### config.mk
export PLATFORM = sky130hd
export DESIGN_NAME = wdsw_top
export DESIGN_NICKNAME = d
export VERILOG_FILES = /design/src/wdsw_pkg.sv /design/src/wdsw_top.sv /design/src/wdsw_counter.sv
export VERILOG_INCLUDE_DIRS = /design/src
export SDC_FILE = /design/constraint.sdc
export NUM_CORES = 1
export LEC_CHECK = 0
export ABC_AREA = 1
export BUFFER_PORTS_ARGS = -buffer_cell sky130_fd_sc_hd__buf_2
export CORE_MARGIN = 2
export CORE_UTILIZATION = 45
export DETAILED_ROUTE_END_ITERATION = 10
export PLACE_DENSITY = 0.77
export RECOVER_POWER = 50
export SLEW_MARGIN = 25
export SYNTH_ARGS = -nofsm -noshare
export SYNTH_HDL_FRONTEND = slang
export SYNTH_SLANG_ARGS = --single-unit
### constraint.sdc
create_clock -name CORE_CLK -period 3 [get_ports CORE_CLK]
set_clock_uncertainty 0.15 [all_clocks]
set_input_delay 0.45 -clock CORE_CLK [delete_from_list [all_inputs] [get_ports CORE_CLK]]
set_output_delay 0.45 -clock CORE_CLK [all_outputs]
set_load 0.01 [all_outputs]
### src/wdsw_defines.svh
// register offsets, field positions, reset values for the watchdog/sleep block
`ifndef WDSW_DEFINES_SVH
`define WDSW_DEFINES_SVH
`define WDSW_ADDR_W          12
`define WDSW_OFF_CONTROL     12'h000
`define WDSW_OFF_FUSE        12'h004
`define WDSW_OFF_CAUSE       12'h008
`define WDSW_OFF_STATUS      12'h00C
`define WDSW_CTL_SOFT_EN_BIT 0
`define WDSW_CTL_RST         8'h00
`define WDSW_FUSE_EN_BIT     0
`define WDSW_FUSE_PS_LSB     1
`define WDSW_FUSE_PS_W       3
`define WDSW_FUSE_RST        8'h00
`define WDSW_CAUSE_TO_BIT    4
`define WDSW_CAUSE_PD_BIT    3
`define WDSW_STAT_SLEEP_BIT  0
`define WDSW_STAT_RUN_BIT    1
`define WDSW_PC_STEP         2
`define WDSW_PS_CNT_W        7
`endif

### src/wdsw_pkg.sv
// types shared by the watchdog/sleep block
package wdsw_pkg;
	typedef enum logic [0:0] {
		ST_RUN,
		ST_SLEEP
	} wdsw_state_type;

	// sources able to wake the core: pin, port change, eleven clockless peripherals
	typedef struct packed {
		logic        ext_int;
		logic        port_b_change;
		logic [10:0] periph;
	} wdsw_wake_type;
endpackage

### src/wdsw_top.sv
// watchdog, sleep entry and wake-up control with an APB register port
`timescale 1ns/10ps
`include "wdsw_defines.svh"

// How it works
// - watchdog counts its own oscillator ticks
// - expiry while running resets device
// - expiry during sleep wakes, no reset
// - every expiry clears expiry flag
// - fuse enable keeps watchdog always running
// - fuse off: soft bit switches watchdog
// - clear instruction or sleep entry zeroes counters
// - clear zeroes postscale count, keeps assignment
// - postscale ratio from fuse bits three-one
// - control bits seven-one read zero
// - sleep: clear watchdog and powerdown flag, set expiry flag, stop oscillator
// - pins hold their drive during sleep
// - master clear, watchdog, interrupts wake
// - only clockless sources wake from sleep
// - master clear resets, others continue
// - powerdown flag set at power-up
// - sleep prefetches program counter plus two
// - own enable wakes, global enable ignored
// - after wake, branch only if global
// - pending interrupt makes sleep a no-op
module wdsw_top #(
	parameter int BASE_PERIOD = 256,
	parameter int CNT_W       = 16,
	parameter int PC_W        = 21,
	parameter int IO_W        = 8
) (
	input  wire logic                   CORE_CLK,
	input  wire logic                   RESET_N,
	input  wire logic                   PSEL,
	input  wire logic                   PENABLE,
	input  wire logic                   PWRITE,
	input  wire logic [`WDSW_ADDR_W-1:0] PADDR,
	input  wire logic [31:0]            PWDATA,
	output logic      [31:0]            PRDATA,
	output logic                        PREADY,
	output logic                        PSLVERR,
	input  wire logic [7:0]             WATCHDOG_CONFIG_BYTE,
	input  wire logic                   WATCHDOG_OSC,
	input  wire logic                   MASTER_CLEAR_PIN_N,
	input  wire logic                   SLEEP_INSTR,
	input  wire logic                   WATCHDOG_CLEAR_INSTR,
	input  wire logic [PC_W-1:0]        PROGRAM_COUNTER,
	input  wire logic                   GLOBAL_IRQ_ENABLE,
	input  wire wdsw_pkg::wdsw_wake_type IRQ_FLAGS,
	input  wire wdsw_pkg::wdsw_wake_type IRQ_ENABLES,
	input  wire logic [IO_W-1:0]        IO_DRIVE_IN,
	input  wire logic [IO_W-1:0]        IO_OE_IN,
	output logic      [IO_W-1:0]        IO_DRIVE,
	output logic      [IO_W-1:0]        IO_OE,
	output logic      [PC_W-1:0]        PREFETCH_ADDR,
	output logic                        SLEEPING,
	output logic                        OSC_DRIVER_ON,
	output logic                        WATCHDOG_RESET,
	output logic                        MASTER_CLEAR_RESET,
	output logic                        WAKE,
	output logic                        WAKE_BRANCH,
	output logic                        SLEEP_NOP
);
	import wdsw_pkg::*;

	localparam int NPIN = 2;
	localparam int PIN_OSC = 0;
	localparam int PIN_MASTER_CLEAR_PIN = 1;

	logic                  rst_ff1;
	logic                  rst_n;
	logic [NPIN-1:0]       pin_raw;
	logic [NPIN-1:0]       pin_s1;
	logic [NPIN-1:0]       pin_s2;
	logic [NPIN-1:0]       pin_s3;
	logic [NPIN-1:0]       pin_level;
	logic [NPIN-1:0]       pin_prev;
	logic                  osc_tick;
	logic                  master_clear_pin_fall;
	logic [7:0]            fuse_cfg;
	logic                  soft_en;
	logic                  expiry_flag_n;
	logic                  powerdown_flag_n;
	wdsw_state_type        state;
	logic                  wdt_run;
	logic                  wdt_clear;
	logic                  wdt_expire;
	logic                  irq_pending;
	logic                  sleep_enter;
	logic                  sleep_wake;
	logic                  sleep_ignored;
	logic                  apb_write;
	logic                  apb_read;
	logic                  addr_hit;
	logic [7:0]            read_byte;

	// register address decode for the error answer; the read mux decodes PADDR itself
	function automatic logic is_mapped(input logic [`WDSW_ADDR_W-1:0] addr);
		is_mapped = (addr == `WDSW_OFF_CONTROL) || (addr == `WDSW_OFF_FUSE) ||
			(addr == `WDSW_OFF_CAUSE) || (addr == `WDSW_OFF_STATUS);
	endfunction

	// two-stage release so deassertion is clean against CORE_CLK
	always_ff @(posedge CORE_CLK or negedge RESET_N) begin
		if (!RESET_N) begin
			rst_ff1 <= 1'b0;
			rst_n   <= 1'b0;
		end else begin
			rst_ff1 <= 1'b1;
			rst_n   <= rst_ff1;
		end
	end

	// pin inputs: three stages, a change counts once stages two and three agree
	assign pin_raw[PIN_OSC]  = WATCHDOG_OSC;
	assign pin_raw[PIN_MASTER_CLEAR_PIN] = MASTER_CLEAR_PIN_N;

	generate
		for (genvar i = 0; i < NPIN; i++) begin : g_pin
			always_ff @(posedge CORE_CLK or negedge rst_n) begin
				if (!rst_n) begin
					pin_s1[i] <= 1'b1;
					pin_s2[i] <= 1'b1;
					pin_s3[i] <= 1'b1;
				end else begin
					pin_s1[i] <= pin_raw[i];
					pin_s2[i] <= pin_s1[i];
					pin_s3[i] <= pin_s2[i];
				end
			end

			always_ff @(posedge CORE_CLK or negedge rst_n) begin
				if (!rst_n) begin
					pin_level[i] <= 1'b1;
					pin_prev[i]  <= 1'b1;
				end else begin
					if (pin_s2[i] == pin_s3[i]) begin
						pin_level[i] <= pin_s3[i];
					end
					pin_prev[i] <= pin_level[i];
				end
			end
		end
	endgenerate

	// the watchdog oscillator is free running; the main clock here only samples it,
	// so the oscillator must run well below CORE_CLK / 4
	assign osc_tick  = pin_level[PIN_OSC] && !pin_prev[PIN_OSC];
	assign master_clear_pin_fall = !pin_level[PIN_MASTER_CLEAR_PIN] && pin_prev[PIN_MASTER_CLEAR_PIN];

	// fuse byte is static after programming; sampled every cycle
	always_ff @(posedge CORE_CLK or negedge rst_n) begin
		if (!rst_n) begin
			fuse_cfg <= `WDSW_FUSE_RST;
		end else begin
			fuse_cfg <= WATCHDOG_CONFIG_BYTE;
		end
	end

	// soft bit only matters when the fuse leaves the watchdog off
	assign wdt_run = fuse_cfg[`WDSW_FUSE_EN_BIT] || soft_en;

	// APB: zero wait states, unmapped addresses answer with an error
	assign apb_write = PSEL && PENABLE && PWRITE;
	assign apb_read  = PSEL && !PWRITE;
	assign addr_hit  = is_mapped(PADDR);
	assign PREADY    = 1'b1;
	assign PSLVERR   = PSEL && PENABLE && !addr_hit;

	always_ff @(posedge CORE_CLK or negedge rst_n) begin
		if (!rst_n) begin
			soft_en <= 1'(`WDSW_CTL_RST);
		end else if (apb_write && PADDR == `WDSW_OFF_CONTROL) begin
			soft_en <= PWDATA[`WDSW_CTL_SOFT_EN_BIT];
		end
	end

	always_comb begin
		read_byte = 8'h00;
		case (PADDR)
			`WDSW_OFF_CONTROL: begin
				read_byte[`WDSW_CTL_SOFT_EN_BIT] = soft_en;
			end
			`WDSW_OFF_FUSE: begin
				read_byte = fuse_cfg;
			end
			`WDSW_OFF_CAUSE: begin
				read_byte[`WDSW_CAUSE_TO_BIT] = expiry_flag_n;
				read_byte[`WDSW_CAUSE_PD_BIT] = powerdown_flag_n;
			end
			`WDSW_OFF_STATUS: begin
				read_byte[`WDSW_STAT_SLEEP_BIT] = (state == ST_SLEEP);
				read_byte[`WDSW_STAT_RUN_BIT]   = wdt_run;
			end
			default: begin
				read_byte = 8'h00;
			end
		endcase
	end

	// read data registered in the setup cycle, valid through the access phase
	always_ff @(posedge CORE_CLK or negedge rst_n) begin
		if (!rst_n) begin
			PRDATA <= 32'h00000000;
		end else if (apb_read && !PENABLE) begin
			PRDATA <= {24'h000000, read_byte};
		end
	end

	// wake needs only the source's own enable, never the global one
	assign irq_pending = |(IRQ_FLAGS & IRQ_ENABLES);

	assign sleep_ignored = (state == ST_RUN) && SLEEP_INSTR && irq_pending;
	assign sleep_enter   = (state == ST_RUN) && SLEEP_INSTR && !irq_pending;
	assign sleep_wake    = (state == ST_SLEEP) &&
		(master_clear_pin_fall || irq_pending || (wdt_expire && wdt_run));

	// a no-op sleep leaves the counters alone
	assign wdt_clear = WATCHDOG_CLEAR_INSTR || sleep_enter;

	wdsw_counter #(
		.BASE_PERIOD (BASE_PERIOD),
		.CNT_W       (CNT_W)
	) u_counter (
		.clk       (CORE_CLK),
		.rst_n     (rst_n),
		.tick      (osc_tick),
		.clear     (wdt_clear),
		.run       (wdt_run),
		.scale_sel (fuse_cfg[`WDSW_FUSE_PS_LSB +: `WDSW_FUSE_PS_W]),
		.expire    (wdt_expire)
	);

	always_ff @(posedge CORE_CLK or negedge rst_n) begin
		if (!rst_n) begin
			state <= ST_RUN;
		end else begin
			case (state)
				ST_RUN: begin
					if (sleep_enter) begin
						state <= ST_SLEEP;
					end
				end
				ST_SLEEP: begin
					if (sleep_wake) begin
						state <= ST_RUN;
					end
				end
				default: begin
					state <= ST_RUN;
				end
			endcase
		end
	end

	// flags live across watchdog and master clear resets; power-up sets both, sleep entry also sets the expiry flag
	always_ff @(posedge CORE_CLK or negedge rst_n) begin
		if (!rst_n) begin
			expiry_flag_n <= 1'b1;
		end else if (wdt_expire && wdt_run) begin
			expiry_flag_n <= 1'b0;
		end else if (sleep_enter) begin
			expiry_flag_n <= 1'b1;
		end
	end

	always_ff @(posedge CORE_CLK or negedge rst_n) begin
		if (!rst_n) begin
			powerdown_flag_n <= 1'b1;
		end else if (sleep_enter) begin
			powerdown_flag_n <= 1'b0;
		end
	end

	always_ff @(posedge CORE_CLK or negedge rst_n) begin
		if (!rst_n) begin
			SLEEPING      <= 1'b0;
			OSC_DRIVER_ON <= 1'b1;
		end else if (sleep_enter) begin
			SLEEPING      <= 1'b1;
			OSC_DRIVER_ON <= 1'b0;
		end else if (sleep_wake) begin
			SLEEPING      <= 1'b0;
			OSC_DRIVER_ON <= 1'b1;
		end
	end

	// pin drivers follow the core while running and freeze in sleep
	always_ff @(posedge CORE_CLK or negedge rst_n) begin
		if (!rst_n) begin
			IO_DRIVE <= '0;
			IO_OE    <= '0;
		end else if (state == ST_RUN && !sleep_enter) begin
			IO_DRIVE <= IO_DRIVE_IN;
			IO_OE    <= IO_OE_IN;
		end
	end

	always_ff @(posedge CORE_CLK or negedge rst_n) begin
		if (!rst_n) begin
			PREFETCH_ADDR <= '0;
		end else if (SLEEP_INSTR && state == ST_RUN) begin
			PREFETCH_ADDR <= PC_W'(PROGRAM_COUNTER + `WDSW_PC_STEP);
		end
	end

	always_ff @(posedge CORE_CLK or negedge rst_n) begin
		if (!rst_n) begin
			WATCHDOG_RESET <= 1'b0;
		end else begin
			WATCHDOG_RESET <= (state == ST_RUN) && wdt_expire && wdt_run;
		end
	end

	always_ff @(posedge CORE_CLK or negedge rst_n) begin
		if (!rst_n) begin
			MASTER_CLEAR_RESET <= 1'b0;
		end else begin
			MASTER_CLEAR_RESET <= master_clear_pin_fall;
		end
	end

	// wake continues execution; master clear is a reset instead
	always_ff @(posedge CORE_CLK or negedge rst_n) begin
		if (!rst_n) begin
			WAKE        <= 1'b0;
			WAKE_BRANCH <= 1'b0;
		end else begin
			WAKE        <= sleep_wake && !master_clear_pin_fall;
			WAKE_BRANCH <= sleep_wake && !master_clear_pin_fall && irq_pending &&
				GLOBAL_IRQ_ENABLE;
		end
	end

	always_ff @(posedge CORE_CLK or negedge rst_n) begin
		if (!rst_n) begin
			SLEEP_NOP <= 1'b0;
		end else begin
			SLEEP_NOP <= sleep_ignored;
		end
	end
endmodule // wdsw_top

### src/wdsw_counter.sv
// watchdog base counter and postscaler, advanced by ticks of the watchdog oscillator
`timescale 1ns/10ps
`include "wdsw_defines.svh"
module wdsw_counter #(
	parameter int BASE_PERIOD = 256,
	parameter int CNT_W       = 16
) (
	input  wire logic       clk,
	input  wire logic       rst_n,
	input  wire logic       tick,
	input  wire logic       clear,
	input  wire logic       run,
	input  wire logic [2:0] scale_sel,
	output logic            expire
);
	logic [CNT_W-1:0]                base;
	logic [`WDSW_PS_CNT_W-1:0]       post;
	logic [`WDSW_PS_CNT_W-1:0]       post_limit;
	logic                            base_wrap;
	logic                            post_wrap;

	assign post_limit = `WDSW_PS_CNT_W'((1 << scale_sel) - 1);
	assign base_wrap  = run && tick && (base == CNT_W'(BASE_PERIOD - 1));
	assign post_wrap  = base_wrap && (post == post_limit);

	always_ff @(posedge clk or negedge rst_n) begin
		if (!rst_n) begin
			base <= '0;
		end else if (clear || !run) begin
			base <= '0;
		end else if (tick) begin
			base <= base_wrap ? '0 : CNT_W'(base + 1'b1);
		end
	end

	// clearing zeroes only the count; the ratio stays with the fuse byte
	always_ff @(posedge clk or negedge rst_n) begin
		if (!rst_n) begin
			post <= '0;
		end else if (clear || !run) begin
			post <= '0;
		end else if (base_wrap) begin
			post <= post_wrap ? '0 : `WDSW_PS_CNT_W'(post + 1'b1);
		end
	end

	always_ff @(posedge clk or negedge rst_n) begin
		if (!rst_n) begin
			expire <= 1'b0;
		end else begin
			expire <= post_wrap && !clear;
		end
	end
endmodule // wdsw_counter

# Yosys cells after proc, flatten, opt, wreduce, memory -nomap -nowiden
# Cells that the tools add are included.
# word_totals
regBits	100
input_bits	125
# classes
reduce_logical	47
shift	1
addsub	4
n_mux	20
bitwise_logic	2
n_eq_ne	7
# op_table
operator	count
two-way mux 16 bit	3
== test 12 x 4 -> 1 bit, second input constant	2
logical AND 1 bit	23
adder 21 x 2 -> 21 bit, second input constant	1
two-way mux 7 bit	3
adder 16 x 1 -> 16 bit, second input constant	1
== test 16 x 8 -> 1 bit, second input constant	1
bitwise AND 13 bit	1
OR reduction 13 bit	1
== test 12 x 3 -> 1 bit, second input constant	1
logical NOT 12 bit	1
logical NOT 1 bit	10
two-way mux 1 bit	9
logical OR 1 bit	8
nonzero test 2 bit	4
adder 7 x 1 -> 7 bit, second input constant	1
== test 7 bit	1
<< shifter 1 x 3 -> 7 bit, first input constant	1
subtractor 7 x 2 -> 7 bit, second input constant	1
one-hot mux 1 bit (2 select lines)	2
one-hot mux 2 bit (2 select lines)	1
two-way mux 3 bit	1
one-hot mux 1 bit (3 select lines)	1
== test 1 bit	2
inverter 1 bit	1

# Depth between registers and ports, before layout
# logic_depth
depth_word	8
mapped_depth	13
mapped_depth_nobuf	12

# Cells and area by module
# Synthesis repeated with hierarchy kept, for this count alone.
# unflattened
hier_cells	687
hier_area_um2	5387.7
# by_module_without_submodules
mod	seq_area_each_um2	n_inst	area_per_inst_um2	cells_per_inst
wdsw_top	1918.1	1	3701.0	431
wdsw_counter	600.6	1	1686.6	256

# Least setup slack after synthesis
# No wires, ideal clock.
# synth_path
path_type	reg-to-reg
start	register fuse_cfg[3]
end	register u_counter.post[3]
stages_incl_launch_ff	13
t_required_ns	2.733
t_arrival_ns	1.685
path_slack_ns	1.048
cell_sequence	dfrtp_1 > clkbuf_2 > nor2_1 > nand2_1 > ha_1 > xor2_1 > nand2_1 > nor2_1 > nand3_1 > nor2_1 > nand2_1 > nand2_1 > nand2_1
# synth_between
elab_chain_cells	7
# synth_rtl
item	line_no	rtl
from (decl)	wdsw_top.sv:80	logic [7:0] fuse_cfg;
from (signal assigned)	wdsw_top.sv:154	fuse_cfg <= `WDSW_FUSE_RST;
<< shifter 1 x 3 -> 7 bit	wdsw_counter.sv:22	assign post_limit = `WDSW_PS_CNT_W'((1 << scale_sel) - 1);
subtractor 7 x 2 -> 7 bit	wdsw_counter.sv:22	
== test 7 bit	wdsw_counter.sv:24	assign post_wrap = base_wrap && (post == post_limit);
logical AND 1 bit	wdsw_counter.sv:24	
two-way mux 7 bit	wdsw_counter.sv:43	post <= post_wrap ? '0 : `WDSW_PS_CNT_W'(post + 1'b1);
two-way mux 7 bit	wdsw_counter.sv:42	end else if (base_wrap) begin
two-way mux 7 bit	wdsw_counter.sv:40	end else if (clear || !run) begin
to (signal assigned)	wdsw_counter.sv:43	
to (decl)	wdsw_counter.sv:17	logic [`WDSW_PS_CNT_W-1:0] post;
# No other way between the ends. The select of a mux whose other input is x is not followed.
# A chain may end at the register's enable or synchronous reset.

# Worst setup path in the final report
# layout_path
start	register fuse_cfg[3]
end	register u_counter.post[6]
# The elaborated chain is that of the path after synthesis.

==> metrics.txt <==
# TYPE chip_impl_metric gauge
chip_impl_info{name="run_status",value="finished with violations"} 1
chip_impl_info{name="violated_checks",value="DRC, capacitance limit, slew limit"} 1
chip_impl_metric{name="tritoncts.num_buffers",unit=""} 9
chip_impl_metric{name="drt_first_pass_iters",unit=""} 9
chip_impl_metric{name="multiInputGateArea",unit="um2"} 2394
chip_impl_metric{name="timing.critical_path.slowest_cell_delay",unit="ns"} 0.46
chip_impl_metric{name="switching_power",unit="uW"} 848.6
chip_impl_metric{name="vias",unit=""} 4722
chip_impl_metric{name="crit_buf_inv",unit=""} 0
chip_impl_metric{name="holdPathStages",unit=""} 1
chip_impl_metric{name="synth-async-reset-ratio",unit="%"} 100.0
chip_impl_metric{name="htree_num_levels",unit=""} 3
chip_impl_metric{name="global_route.overflow_total",unit=""} 0
chip_impl_metric{name="postSynthCellCount",unit=""} 696
chip_impl_metric{name="die_area",unit="um2"} 12790
chip_impl_metric{name="finished_cell_area",unit="um2"} 6449
chip_impl_metric{name="setup.reg_to_reg.worst_slack",unit="ns"} 0.82
chip_impl_metric{name="cts_hold_buf",unit=""} 1
chip_impl_metric{name="core_ar",unit="um2"} 11520
chip_impl_metric{name="hpwl",unit="um"} 9023
chip_impl_metric{name="powerDensity",unit="nW/um2"} 471.3
chip_impl_metric{name="post_cts.resized_instances",unit=""} 0
chip_impl_metric{name="fraction_of_layout_instances_using_a_drive_strength_above_1",unit="%"} 22.38
chip_impl_info{name="hold_class",value="in -> reg"} 1
chip_impl_metric{name="n_antenna_cell",unit=""} 0
chip_impl_metric{name="detailedPlace.worstSlack",unit="ns"} 0.7988
chip_impl_metric{name="cp_max_fo",unit=""} 7
chip_impl_metric{name="grt_pass1_vias",unit=""} 4368
chip_impl_metric{name="worst_reg_to_reg_cells",unit=""} 11
chip_impl_info{name="timing.critical_path.to_type",value="flip-flop"} 1
chip_impl_metric{name="drt_first_iter_violations",unit=""} 301
chip_impl_metric{name="tightestPinTransition",unit="ns"} 1.930
chip_impl_metric{name="timing_max_transition_violations_final",unit=""} 48
chip_impl_metric{name="port_buffers",unit=""} 146
chip_impl_metric{name="clkSinkCount",unit=""} 100
chip_impl_metric{name="post-synth-top-area-fraction",unit="%"} 40.65
chip_impl_metric{name="pwr-share-comb",unit="%"} 12.7
chip_impl_metric{name="synth.ff_latch_count",unit=""} 100
chip_impl_metric{name="period_share",unit="%"} 72.70
chip_impl_metric{name="cts_setup_buffers",unit=""} 0
chip_impl_metric{name="report.final.setup_viol",unit=""} 0
chip_impl_metric{name="ant_nets",unit=""} 0
chip_impl_metric{name="yosysUniqueCellTypes",unit=""} 35
chip_impl_info{name="clock_tree_from_tritoncts",value="built"} 1
chip_impl_info{name="crit_path_cell_trace",value="nor2_1 > nand2_1 > ha_1 > xor2_1 > nand2_1 > nor2_1 > nand3_1 > nor2_1 > nand2_1 > nand2_1 > nand2_1"} 1
chip_impl_info{name="critical_path_start_type",value="flip-flop"} 1
chip_impl_metric{name="dpl_cell_area",unit="um2"} 6147
chip_impl_metric{name="syn-mean-instance-area",unit="um2"} 7.694
chip_impl_metric{name="timing.final.hold_violations",unit=""} 0
chip_impl_metric{name="path_clk_slew",unit="ns"} 0.07
chip_impl_info{name="timing.critical_path.max_delay_family",value="simple AND/OR/NAND/NOR gates"} 1
chip_impl_metric{name="detail_route.drc_violations",unit=""} 13
chip_impl_info{name="cts-root-buf",value="sky130_fd_sc_hd__clkbuf_16"} 1
chip_impl_metric{name="grt_antenna_before_repair",unit=""} 0
chip_impl_metric{name="floorplan.io_pins",unit=""} 203
chip_impl_metric{name="floorplan.die.height",unit="um"} 113.1
chip_impl_metric{name="design.final.nets",unit=""} 973
chip_impl_metric{name="maximum_number_of_pins_on_one_net_before_global_route_repair",unit=""} 49
chip_impl_info{name="path_class",value="reg -> reg"} 1
chip_impl_metric{name="routedWlPerCell",unit="um"} 11.99
chip_impl_info{name="worst_hold_path.endpoint",value="pin_s1[0]$_DFF_PN1_"} 1
chip_impl_metric{name="fmax",unit="MHz"} 458.5
chip_impl_metric{name="layout-area-overhead-vs-synth",unit="%"} 20.42
chip_impl_metric{name="power.share.switching",unit="%"} 27.92
chip_impl_metric{name="rows",unit=""} 39
chip_impl_metric{name="sequentialPowerShare",unit="%"} 49.4
chip_impl_metric{name="post-route-worst-setup-slack",unit="ns"} 0.8191
chip_impl_metric{name="synth_area",unit="um2"} 5355
chip_impl_metric{name="routabilityCongestion",unit=""} 0.8662
chip_impl_metric{name="worstSkewPairLatency",unit="ns"} 0.35
chip_impl_metric{name="ys_warn_count",unit=""} 0
chip_impl_metric{name="initial_utilization",unit="%"} 46.50
chip_impl_info{name="synthMostInstantiatedCell",value="sky130_fd_sc_hd__nand2_1"} 1
chip_impl_metric{name="setup-tns-final",unit="ns"} 0
chip_impl_info{name="synth_top_area_cell",value="sky130_fd_sc_hd__dfrtp_1"} 1
chip_impl_metric{name="internal_power",unit="mW"} 2.191
chip_impl_metric{name="share_clk_of_total_power",unit="%"} 37.9
chip_impl_metric{name="vdd_drop_max",unit="V"} 0.0002578
chip_impl_metric{name="final.min_clock_period",unit="ns"} 2.181
chip_impl_info{name="yosys-top-cells-count",value="253 x sky130_fd_sc_hd__nand2_1, 87 x sky130_fd_sc_hd__dfrtp_1, 67 x sky130_fd_sc_hd__inv_1, 63 x sky130_fd_sc_hd__nor2_1, 62 x sky130_fd_sc_hd__nand3_1"} 1
chip_impl_metric{name="timing.slew.headroom",unit="%"} -28.69
chip_impl_metric{name="vias_per_cell",unit=""} 4.760
chip_impl_metric{name="critical_path_cell_count",unit=""} 11
chip_impl_info{name="ys_top_cells_by_area",value="sky130_fd_sc_hd__dfrtp_1 41%, sky130_fd_sc_hd__nand2_1 18%, sky130_fd_sc_hd__dfstp_2 6.4%"} 1
chip_impl_metric{name="max-clock-path-buffers",unit=""} 2
chip_impl_metric{name="synth_enable_flop_cells",unit=""} 0
chip_impl_info{name="hold_path.startpoint",value="WATCHDOG_OSC"} 1
chip_impl_metric{name="seq_area_frac_synth",unit="%"} 47.03
chip_impl_metric{name="fp.dieW",unit="um"} 113.1
chip_impl_info{name="path_common_cell",value="sky130_fd_sc_hd__nand2_1"} 1
chip_impl_metric{name="total_leakage_power",unit="nW"} 3.606
chip_impl_metric{name="timing.critical_path.required",unit="ns"} 3.09
chip_impl_metric{name="routed_wirelength",unit="um"} 11900
chip_impl_metric{name="globalRouteTotalUtil",unit="%"} 19.37
chip_impl_metric{name="grt_pass1_wl",unit="um"} 20190
chip_impl_info{name="rr_startpoint",value="fuse_cfg[3]$_DFF_PN0_"} 1
chip_impl_metric{name="register_area",unit="um2"} 2519
chip_impl_info{name="timing.rr.end",value="u_counter.post[6]$_DFFE_PN0P_"} 1
chip_impl_metric{name="number_of_max_cap_violations",unit=""} 1
chip_impl_info{name="critical_path_s_slowest_cell",value="sky130_fd_sc_hd__dfrtp_1"} 1
chip_impl_info{name="synth_flop_cell",value="sky130_fd_sc_hd__dfrtp_1"} 1
chip_impl_metric{name="crit_arrival",unit="ns"} 2.27
chip_impl_info{name="rsz0062_at_grt",value="no"} 1
chip_impl_metric{name="nFillCells",unit=""} 1090
==> cells by family (layout without fill, tap and decap cells) <==
| kind of cell | Yosys count | after routing | synth area share (%) |
|---|---|---|---|
| buf+inv | 110 | 239 | 9.860 |
| xor+xnor | 33 | 33 | 5.397 |
| compound gates | 25 | 25 | 2.547 |
| fa+ha+maj | 6 | 6 | 1.308 |
| simple gates | 420 | 420 | 33.72 |
| other cells | 2 | 26 | 0.1402 |
| flops | 100 | 100 | 47.03 |
==> worst register-to-register path: stages, from the launching register on <==
cell	delay (ns)
sky130_fd_sc_hd__dfrtp_1	0.46
sky130_fd_sc_hd__nor2_1	0.17
sky130_fd_sc_hd__nand2_1	0.10
sky130_fd_sc_hd__ha_1	0.32
sky130_fd_sc_hd__xor2_1	0.13
sky130_fd_sc_hd__nand2_1	0.06
sky130_fd_sc_hd__nor2_1	0.09
sky130_fd_sc_hd__nand3_1	0.07
sky130_fd_sc_hd__nor2_1	0.15
sky130_fd_sc_hd__nand2_1	0.20
sky130_fd_sc_hd__nand2_1	0.12
sky130_fd_sc_hd__nand2_1	0.06
==> registers in the layout (all words and copies together) (netlist names), 2 cells and up <==
signal / cells
IO_DRIVE: 8
PRDATA: 8
pin_prev: 2
pin_s2: 2
pin_s1: 2
u_counter.post: 7
IO_OE: 8
PREFETCH_ADDR: 21
pin_s3: 2
u_counter.base: 16
fuse_cfg: 8
pin_level: 2
==> power groups by stage <==
stage / Sequential (mW) / Clock, mW / Combinational, mW
floorplan: 1.56 / 0 / 0.204
global placement: 1.53 / 0 / 0.379
detailed placement: 1.53 / 0 / 0.387
CTS: 1.51 / 1.19 / 0.389
global route: 1.51 / 1.25 / 0.434
finish: 1.50 / 1.15 / 0.385
==> stage by stage <==
| step | util (%) | instances | total power, mW | hold slack, ns |
|---|---|---|---|---|
| floorplan | - | 720 | 1.759 | 0.004409 |
| global placement | 53.38 | 975 | 1.906 | 0.09135 |
| detailed placement | 53.38 | 975 | 1.916 | 0.09432 |
| CTS | 56.11 | 992 | 3.079 | 0.03269 |
| global route | 56.00 | 992 | 3.201 | 0.03297 |
| finish | 56.00 | 992 | 3.040 | 0.04071 |
==> worst max-delay path by stage <==
stage	start	to	slack, ns
2_1_floorplan	fuse_cfg[3]$_DFF_PN0_	u_counter.post[3]$_DFFE_PN0P_	1.05
3_3_place_gp	state$_DFF_PN0_	u_counter.post[6]$_DFFE_PN0P_	0.83
3_5_place_dp	state$_DFF_PN0_	u_counter.post[6]$_DFFE_PN0P_	0.80
4_1_cts	fuse_cfg[3]$_DFF_PN0_	u_counter.post[0]$_DFFE_PN0P_	0.79
5_1_grt	rst_n$_DFF_PN0_	u_counter.base[12]$_DFFE_PN0P_	0.43
6_report	fuse_cfg[3]$_DFF_PN0_	u_counter.post[6]$_DFFE_PN0P_	0.82
==> placed cells by master (no fill, tap or decap), types with 11 or more instances in the layout <==
cell type,synthesis,routed
sky130_fd_sc_hd__nand2_1,253,253
sky130_fd_sc_hd__buf_2,7,143
sky130_fd_sc_hd__dfrtp_1,87,87
sky130_fd_sc_hd__inv_1,67,67
sky130_fd_sc_hd__nor2_1,63,63
sky130_fd_sc_hd__nand3_1,62,62
sky130_fd_sc_hd__conb_1,2,26
sky130_fd_sc_hd__xor2_1,22,22
sky130_fd_sc_hd__nor3_1,13,14
sky130_fd_sc_hd__o21ai_0,14,14
sky130_fd_sc_hd__xnor2_1,11,11
==> metal layers <==
layer / vias to the layer above / wire length, um / GRT usage (%)
li1: 2412 / - / -
met3: 12 / 745 / 5.088
met5: - / 0 / 0
met4: 0 / 116 / 4.472
met2: 130 / 5561 / 31.82
met1: 2168 / 5475 / 25.91
==> cell type report <==
type,count,share of cell area (%)
sequential,100,39.06
inverter,71,4.133
tap,143,2.775
clock inverter,7,1.222
multi-input combinational,510,37.12
clock buffer,9,3.492
timing repair buffer,152,12.20
Power figures use the tool's default switching activity.
